File: config.mk
export PLATFORM = sky130hd
export DESIGN_NAME = flash_controller
export DESIGN_NICKNAME = d
export VERILOG_FILES = /design/src/hw/flash_seq_pkg.sv /design/src/hw/flash_controller.sv
export SDC_FILE = /design/constraint.sdc
export NUM_CORES = 1
export LEC_CHECK = 0
export BUFFER_PORTS_ARGS = -buffer_cell sky130_fd_sc_hd__buf_2
export CAP_MARGIN = 20
export CORE_ASPECT_RATIO = 1.25
export CORE_MARGIN = 1
export CORE_UTILIZATION = 50
export DETAILED_ROUTE_END_ITERATION = 10
export GPL_TIMING_DRIVEN = 1
export PLACE_DENSITY = 0.76
export SKIP_LAST_GASP = 1
export SYNTH_ARGS = -nofsm -noshare
export SYNTH_HDL_FRONTEND = slang
export SYNTH_SLANG_ARGS = --single-unit
File: constraint.sdc
create_clock -name mclk -period 10.65 [get_ports mclk]
set_input_delay 1.5975 -clock mclk [delete_from_list [all_inputs] [get_ports mclk]]
set_output_delay 1.5975 -clock mclk [all_outputs]
set_load 0.03 [all_outputs]
File: src/hw/flash_seq_pkg.sv
// Shared types and constants for the flash erase and program sequencer
package flash_seq_pkg;
  localparam logic [31:0] UNLOCK_KEY_FIRST = 32'h4567_0123;
  localparam logic [31:0] UNLOCK_KEY_SECOND = 32'hCDEF_89AB;
  localparam logic [31:0] MAIN_FIRST = 32'h0800_0000;
  localparam logic [31:0] MAIN_LAST = 32'h0801_FFFF;
  localparam logic [31:0] OTP_FIRST = 32'h1FFF_7000;
  localparam logic [31:0] OTP_LAST = 32'h1FFF_71FF;
  localparam logic [31:0] PAGE_MASK = 32'hFFFF_FC00;
  // Each protection bit covers four 1 KB pages
  localparam int WP_GROUP_MSB = 16;
  localparam int WP_GROUP_LSB = 12;
  localparam logic [1:0] SIZE_BYTE = 2'h0;
  localparam logic [1:0] SIZE_HALF = 2'h1;
  localparam logic [1:0] SIZE_WORD = 2'h2;
  localparam logic [2:0] HALF_BYTES = 3'h2;
  localparam logic [2:0] WORD_BYTES = 3'h4;
  localparam logic [2:0] CNT_ONE = 3'h1;
  localparam logic [2:0] CNT_TWO = 3'h2;
  localparam logic [2:0] CNT_FOUR = 3'h4;

  typedef enum logic [1:0] {
    ST_IDLE = 2'h0,
    ST_CHECK = 2'h1,
    ST_RUN = 2'h3
  } state_type;

  typedef enum logic [2:0] {
    OP_NONE = 3'h0,
    OP_PAGE_ERASE = 3'h1,
    OP_MASS_ERASE = 3'h2,
    OP_OPTION_ERASE = 3'h3,
    OP_BLANK_CHECK = 3'h4,
    OP_PROGRAM = 3'h5
  } flash_op_type;

  typedef struct packed {
    logic control_lock;
    logic page_erase_select;
    logic mass_erase_select;
    logic program_enable;
    logic option_erase_select;
    logic option_program_select;
    logic option_write_enable;
    logic start;
    logic end_interrupt_enable;
    logic error_interrupt_enable;
  } ctl_type;

  typedef struct packed {
    logic busy;
    logic end_of_operation_flag;
    logic write_protect_error_flag;
    logic program_error_flag;
    logic program_alignment_error_flag;
  } stat_type;

  typedef struct packed {
    logic valid;
    flash_op_type op;
    logic [31:0] addr;
    logic wide;
    logic [63:0] data;
  } flash_req_type;

  localparam ctl_type CTL_RESET = '{control_lock: 1'b1, default: 1'b0};
  localparam stat_type STAT_RESET = '0;
  localparam flash_req_type REQ_RESET = '{op: OP_NONE, default: '0};
endpackage

File: src/hw/flash_controller.sv
// Flash erase/program command sequencer with key lock and write gathering
`timescale 1ns/1ps
// Function
// - page erase sets the selected page to ones, other pages untouched
// - success sets end flag; end interrupt when enabled
// - page erase on protected page refused, write-protect error raised
// - mass erase select plus start erases whole main block
// - mass erase refused if any page protected, error raised
// - program writes gather into 32 or 64 bit word by width bit
// - word writes: one for 32-bit program, two for 64-bit program
// - half writes: two for 32-bit program, four for 64-bit program
// - target blank-checked first; not erased sets program error flag
// - program write to protected page discarded, write-protect error set
// - byte-size program write sets alignment error
// - size change within a group sets alignment error
// - misaligned or foreign follow-on write sets alignment error
// - incomplete group writes nothing and raises nothing
// - program, alignment, protect errors raise error interrupt if enabled
// - one-time block programs like main flash, never erased
// - locked after reset; two keys unlock; wrong key locks, bus error
// - option key pair sets option write enable; software may clear
module flash_controller
  import flash_seq_pkg::*;
(
  // Clock and reset
  input wire logic mclk,
  input wire logic rst,
  // Key registers
  input wire logic key_wr,
  input wire logic option_key_wr,
  input wire logic [31:0] key_data,
  output logic bus_error,
  // Control, address and width configuration
  input wire logic ctl_wr,
  input wire ctl_type ctl_wdata,
  input wire logic addr_wr,
  input wire logic [31:0] addr_wdata,
  input wire logic program_width,
  input wire logic [31:0] wp_mask,
  output ctl_type flash_control_register,
  output logic [31:0] flash_address_register,
  // Status and interrupts
  input wire stat_type stat_clear,
  output stat_type flash_status_register,
  output logic end_irq,
  output logic error_irq,
  // Data bus program writes
  input wire logic data_bus_wr,
  input wire logic [1:0] data_bus_size,
  input wire logic [31:0] data_bus_addr,
  input wire logic [31:0] data_bus_wdata,
  // Flash array macro
  output flash_req_type flash_req,
  input wire logic flash_done,
  input wire logic flash_blank
);

  function automatic logic in_main(input logic [31:0] a);
    in_main = (a >= MAIN_FIRST) && (a <= MAIN_LAST);
  endfunction
  function automatic logic in_otp(input logic [31:0] a);
    in_otp = (a >= OTP_FIRST) && (a <= OTP_LAST);
  endfunction
  // Zero in the mask means the page group is protected
  function automatic logic is_protected(input logic [31:0] a,
                                        input logic [31:0] wp);
    is_protected = in_main(a) && !wp[a[WP_GROUP_MSB:WP_GROUP_LSB]];
  endfunction

  state_type state;
  ctl_type ctl;
  stat_type stat;
  logic key_stage;
  logic okey_stage;
  logic [31:0] base;
  logic [1:0] size_q;
  logic [2:0] cnt;
  logic [63:0] gather;

  // Key sequences
  wire key_first = key_data == UNLOCK_KEY_FIRST;
  wire key_second = key_data == UNLOCK_KEY_SECOND;
  wire key_good = key_stage ? key_second : key_first;
  wire key_bad = key_wr && !key_good;
  wire okey_good = !ctl.control_lock &&
    (okey_stage ? key_second : key_first);
  wire okey_bad = option_key_wr && !okey_good;
  wire ctl_ok = ctl_wr && !ctl.control_lock;
  // Erase command decode
  wire start_go = ctl_ok && ctl_wdata.start && !stat.busy;
  wire mass_sel = ctl_wdata.mass_erase_select;
  wire page_sel = ctl_wdata.page_erase_select && !mass_sel;
  wire opt_sel = ctl_wdata.option_erase_select && !mass_sel && !page_sel;
  wire any_sel = mass_sel || page_sel || opt_sel;
  wire mass_refuse = mass_sel && (&wp_mask) == 1'b0;
  wire page_refuse = page_sel && (!in_main(flash_address_register) ||
    is_protected(flash_address_register, wp_mask));
  wire opt_refuse = opt_sel && !ctl.option_write_enable;
  wire erase_refuse = start_go &&
    (mass_refuse || page_refuse || opt_refuse);
  wire erase_go = start_go && any_sel && !erase_refuse;
  wire flash_op_type erase_op = mass_sel ? OP_MASS_ERASE :
    (page_sel ? OP_PAGE_ERASE : OP_OPTION_ERASE);

  // Program write gathering
  wire pg_wr = data_bus_wr && ctl.program_enable && state == ST_IDLE &&
    !stat.busy;
  wire size_ok = data_bus_size == SIZE_HALF || data_bus_size == SIZE_WORD;
  wire [2:0] size_bytes = data_bus_size == SIZE_HALF ? HALF_BYTES :
    WORD_BYTES;
  wire [2:0] need = data_bus_size == SIZE_HALF ?
    (program_width ? CNT_FOUR : CNT_TWO) :
    (program_width ? CNT_TWO : CNT_ONE);
  wire [2:0] exp_off = 3'(cnt * size_bytes);
  wire unit_aligned = program_width ? data_bus_addr[2:0] == 3'h0 :
    data_bus_addr[1:0] == 2'h0;
  wire first_ok = cnt == 3'h0 && unit_aligned;
  wire next_ok = cnt != 3'h0 && data_bus_size == size_q &&
    data_bus_addr == base + {29'h0, exp_off};
  wire write_ok = pg_wr && size_ok && (first_ok || next_ok);
  wire align_err = pg_wr && !write_ok;
  wire grp_done = write_ok && 3'(cnt + CNT_ONE) == need;
  wire [31:0] tgt = cnt == 3'h0 ? data_bus_addr : base;
  wire prog_refuse = grp_done &&
    (!(in_main(tgt) || in_otp(tgt)) || is_protected(tgt, wp_mask));
  wire prog_go = grp_done && !prog_refuse;
  wire [63:0] lane = size_bytes == HALF_BYTES ? 64'h0000_0000_0000_FFFF :
    64'h0000_0000_FFFF_FFFF;
  wire [63:0] next_gather = (gather & ~(lane << {exp_off, 3'h0})) |
    (({32'h0, data_bus_wdata} & lane) << {exp_off, 3'h0});
  // Flag events
  wire set_end = state == ST_RUN && flash_done;
  wire set_program_error_flag = state == ST_CHECK && flash_done && !flash_blank;
  wire set_write_protect_error_flag = erase_refuse || prog_refuse;
  wire next_busy = stat.busy ? !(set_end || set_program_error_flag) :
    (erase_go || prog_go);
  assign flash_control_register = ctl;
  assign flash_status_register = stat;
  assign end_irq = stat.end_of_operation_flag &&
    ctl.end_interrupt_enable;
  assign error_irq = ctl.error_interrupt_enable &&
    (stat.write_protect_error_flag || stat.program_error_flag ||
     stat.program_alignment_error_flag);
  // Lock, option enable and control register
  always_ff @(posedge mclk)
  begin
    if (rst)
    begin
      ctl <= CTL_RESET;
      key_stage <= 1'b0;
      okey_stage <= 1'b0;
      bus_error <= 1'b0;
    end
    else
    begin
      bus_error <= key_bad || okey_bad;
      if (key_wr)
      begin
        key_stage <= key_good && !key_stage;
        if (key_bad)
          ctl.control_lock <= 1'b1;
        else if (key_stage)
          ctl.control_lock <= 1'b0;
      end
      else if (ctl_ok)
      begin
        ctl.control_lock <= ctl_wdata.control_lock;
        ctl.page_erase_select <= ctl_wdata.page_erase_select;
        ctl.mass_erase_select <= ctl_wdata.mass_erase_select;
        ctl.program_enable <= ctl_wdata.program_enable;
        ctl.end_interrupt_enable <= ctl_wdata.end_interrupt_enable;
        ctl.error_interrupt_enable <= ctl_wdata.error_interrupt_enable;
        if (ctl.option_write_enable)
        begin
          ctl.option_erase_select <= ctl_wdata.option_erase_select;
          ctl.option_program_select <= ctl_wdata.option_program_select;
        end
        if (!ctl_wdata.option_write_enable)
          ctl.option_write_enable <= 1'b0;
      end
      if (option_key_wr)
      begin
        okey_stage <= okey_good && !okey_stage;
        if (okey_good && okey_stage)
          ctl.option_write_enable <= 1'b1;
      end
    end
  end

  always_ff @(posedge mclk)
  begin
    if (rst)
      flash_address_register <= '0;
    else if (addr_wr && !stat.busy)
      flash_address_register <= addr_wdata;
  end
  // Gathering state; an unfinished group just waits
  always_ff @(posedge mclk)
  begin
    if (rst)
    begin
      cnt <= 3'h0;
      base <= '0;
      size_q <= SIZE_BYTE;
      gather <= '0;
    end
    else if (align_err || grp_done)
      cnt <= 3'h0;
    else if (write_ok)
    begin
      cnt <= 3'(cnt + CNT_ONE);
      gather <= next_gather;
      if (cnt == 3'h0)
      begin
        base <= data_bus_addr;
        size_q <= data_bus_size;
      end
    end
  end

  // Sticky status; a set in the clear cycle wins
  always_ff @(posedge mclk)
  begin
    if (rst)
      stat <= STAT_RESET;
    else
    begin
      stat.busy <= next_busy;
      stat.end_of_operation_flag <= set_end ||
        (stat.end_of_operation_flag &&
         !stat_clear.end_of_operation_flag);
      stat.write_protect_error_flag <= set_write_protect_error_flag ||
        (stat.write_protect_error_flag &&
         !stat_clear.write_protect_error_flag);
      stat.program_error_flag <= set_program_error_flag ||
        (stat.program_error_flag &&
         !stat_clear.program_error_flag);
      stat.program_alignment_error_flag <= align_err ||
        (stat.program_alignment_error_flag &&
         !stat_clear.program_alignment_error_flag);
    end
  end

  // Sequencer and flash macro request
  always_ff @(posedge mclk)
  begin
    if (rst)
    begin
      state <= ST_IDLE;
      flash_req <= REQ_RESET;
    end
    else
    begin
      case (state)
        ST_IDLE:
        begin
          if (erase_go)
          begin
            state <= ST_RUN;
            flash_req <= '{valid: 1'b1, op: erase_op, wide: 1'b0,
              addr: flash_address_register & PAGE_MASK,
              data: '1};
          end
          else if (prog_go)
          begin
            state <= ST_CHECK;
            flash_req <= '{valid: 1'b1, op: OP_BLANK_CHECK,
              wide: program_width, addr: tgt,
              data: next_gather};
          end
        end
        ST_CHECK:
        begin
          if (flash_done)
          begin
            state <= flash_blank ? ST_RUN : ST_IDLE;
            flash_req.valid <= flash_blank;
            flash_req.op <= flash_blank ? OP_PROGRAM : OP_NONE;
          end
        end
        ST_RUN:
        begin
          if (flash_done)
          begin
            state <= ST_IDLE;
            flash_req <= REQ_RESET;
          end
        end
        default:
        begin
          state <= ST_IDLE;
          flash_req <= REQ_RESET;
        end
      endcase
    end
  end
endmodule

==> reports/results.tsv <==
stage	metric	value	unit
clock_tree	hold-fix buffer count after cts	0	
yosys	cell count after synthesis	1653	
clock_tree	root buf cell	clkbuf_16	
yosys	top cell type by total area after synthesis	dfxtp_1	
sta	TNS Setup	0	ps
drt	total iterations of the first detailed-routing run	5	
clock_tree	clk_lat worst skew	540	ps
critical_path	CP Cell Sequence	buf_2 > inv_1 > ha_2 > nand2_1 > o21ai_0 > fa_1 > and4_1 > and2_1 > nand3_1 > or4_1 > xnor2_1 > nor4b_2 > a21oi_2 > o31a_1 > nor4_4 > buf_4 > a22o_1	
hold_path	HP Class	register to register	
critical_path	Arr. time, crit path	7840	ps
yosys	Synth Area in Adders	0.00808	
critical_path	Worst EP required	11130	ps
floorplanning	core area	26100	um^2
pwr	sw frac	0.249	
critical_path	CP Class	primary input to register	
placed_design	Area after DPL	15000	um^2
clock_tree	CTS Buffer Depth	3	
yosys	combinational family with the most area after synthesis	simple AND/OR/NAND/NOR gates	
yosys	top post-synthesis cells by area	dfxtp_1 (38%), nand2_1 (8.3%), mux2i_1 (7.4%), a22o_1 (6.0%), nor2_1 (4.1%)	
drt	DR DRC count	0	
drt	DR vias	13400	
pwr	Leak	0.00700	uW
clock_tree	clk sink count	252	
placed_design	setup slack at placement	2670	ps
clock_tree	H-tree Lvls	1	
sta	worst slew pin tran	1080	ps
global_route	vias in the first global route	12700	
critical_path	CP startpoint kind	primary input	
yosys	ys flop type	dfxtp_1	
pwr	power per cell area	134	nW/um^2
yosys	commonest cells in the netlist	nand2_1 (296), dfxtp_1 (252), nor2_1 (144)	
yosys	synthesized area	13300	um^2
clock_tree	CTS buffer count	27	
yosys	mean post-synth cell area	8.05	um^2
yosys	post-synthesis sequential area ratio	0.379	
yosys	post-synthesis mux area share	0.101	
drt	Starting DRT DRC Count	804	
yosys	Yosys reg bits	252	
drt	vias per std cell	5.91	
critical_path	endpoint class of the critical path	register	
yosys	top-count cell post-synth	nand2_1	
cells_and_area	final std cells w/o fill	2262	
yosys	xor/xnor share of the synthesized area	0.0296	
pwr	internal power	1610	uW
global_route	initial antenna violation count	2	
cells_and_area	Final Util	0.612	
sta	Setup WS post-layout	3290	ps
cells_and_area	nets	2094	
placed_design	dpl hpwl	30.3	mm
yosys	Synth cell types	66	
pwr	Sw Pwr	532	uW
sta	final worst path period share	0.691	
floorplanning	# IOs	338	
placed_design	Port Buffers	335	
global_route	largest net degree at the start of global routing	98	
cells_and_area	share of cells above drive strength 1	0.230	
sta	Max Slew Vio Count	0	
yosys	Synth Area in Simple Gates	0.239	
job	max_cap viols	0	
drt	final WL	43.0	mm
yosys	compound-cell area share of the yosys netlist	0.190	
sta	Worst slew margin	0.281	
sta	Hold Violations, Final	0	
floorplanning	initial core utilization	0.510	
global_route	global-route wire length before repair	66.4	mm
floorplanning	Die Height	184	um
yosys	Post-synth ARST share	0	
floorplanning	row cnt	66	
pwr	worst vdd ir	0.137	mV
critical_path	Largest stage delay, worst path	800	ps
drt	Avg WL per Cell	19.0	um
floorplanning	Die X	148	um
global_route	GRT Overall Usage	0.303	
clock_tree	setup bufs post-CTS	0	
status	status	finished, final reports clean	
sta	final setup violation count	0	
sta	unrepaired setup endpoints after global routing	no	
critical_path	Worst path slowest cell	ha_2	
critical_path	crit-path max FO	89	
sta	post-route minimum period	7360	ps
yosys	EDFF count, synth	0	
pwr	sequential share of power	0.449	
sta	Fin Clk Skew	20.1	ps
clock_tree	TritonCTS clock tree	built	
yosys	YS warnings	0	
cells_and_area	design area	16000	um^2
cells_and_area	synthesis-to-layout area growth	20.1	%
pwr	combinational power share	0.092	
global_route	total global routing overflow	0	
placed_design	routability cong.	0.924	
yosys	Syn Nets	1848	
floorplanning	Die ar.	27300	um^2
yosys	share of the synthesized area in the top cell type	0.379	
placed_design	# placed instances	2207	
clock_tree	clock slew at reported path FFs	60	ps
sta	FMAX	136	MHz
drt	Routed Antenna Nets	0	
clock_tree	Resize count post-CTS	0	
pwr	Clk pwr share	0.459	
-- cell usage in the layout, fill, tap and decap left out, types with 24 or more instances in the layout --
master,synthesis,routed
mux2i_1,98,98
nor2_1,144,144
clkbuf_16,0,27
nand4_1,24,24
a21oi_1,98,98
dfxtp_1,252,252
buf_2,22,335
a211oi_1,37,37
a22o_1,91,91
inv_1,29,29
nand2_1,296,296
a31oi_1,26,26
nand2b_1,30,30
nand3_1,86,86
xnor2_1,28,28
o21ai_0,38,38
-- metrics by stage --
step           hold WS [ps]  total power (uW)
3_3_place_gp            439              1170
2_1_floorplan           444              1080
4_1_cts                 454              2150
5_1_grt                 468              2200
6_report                453              2140
3_5_place_dp            445              1170
-- worst paths after layout --
| kind | start | to | slack (ps) | cells past startpoint |
|---|---|---|---|---|
| setup reg to reg | cnt[0]$_SDFFE_PP0P_ | flash_req[95]$_SDFFE_PP0P_ | 4600 | 15 |
| setup / recovery | data_bus_size[1] | flash_req[95]$_SDFFE_PP0P_ | 3290 | 17 |
| hold / removal | flash_address_register[7]$_SDFFE_PP0P_ | flash_address_register[7]$_SDFFE_PP0P_ | 450 | 2 |
| hold reg to reg | flash_address_register[7]$_SDFFE_PP0P_ | flash_address_register[7]$_SDFFE_PP0P_ | 450 | 2 |
-- routing by layer --
| metal | track usage | share of wire |
|---|---|---|
| met3 | 0.0448 | 0.075 |
| met1 | 0.353 | 0.39 |
| met4 | 0.162 | 0.053 |
| met5 | 0 | 0 |
| met2 | 0.533 | 0.48 |
-- worst max-delay path: cells and delay by family --
family	cells	cell delay, ps
simple gates	7	2500
compound gates	4	1330
fa+ha+maj	2	1150
buf+inv	3	940
xor+xnor	1	180
-- final cells by class --
| cell class | count | area [um^2] |
|---|---|---|
| multi-input cells | 1232 | 7600 |
| well taps | 340 | 425 |
| diodes | 3 | 7.51 |
| inverters | 29 | 109 |
| clock inverters | 12 | 155 |
| fillers | 2370 | 10100 |
| flip-flops and latches | 252 | 5040 |
| clock buffers | 37 | 773 |
| repair buffers | 357 | 1860 |
-- power groups by stage --
stage | sequential [uW] | combinational [uW] | clock, uW
6_report | 960 | 197 | 981
5_1_grt | 960 | 211 | 1030
4_1_cts | 959 | 194 | 995
3_5_place_dp | 980 | 193 | 0
3_3_place_gp | 980 | 190 | 0
2_1_floorplan | 990 | 95.3 | 0
-- state kept, by name (all words and copies together) (netlist names) --
register,flops
flash_control_register,9
flash_address_register,32
okey_stage,1
gather,64
state,2
base,32
key_stage,1
flash_req,100
flash_status_register,5
bus_error,1
cnt,3
size_q,2
-- logic make-up (layout without fill, tap and decap cells) --
group,after synthesis,count (layout)
other,1,4
DFF,252,252
adders and majority gates,8,8
AOI/OAI and AO/OA,369,369
xor gates and xnor gates,45,45
buffers and inverters,169,435
and+or+nand+nor,684,684
muxes,125,125
Note: power is estimated with default switching activity, not from simulation.
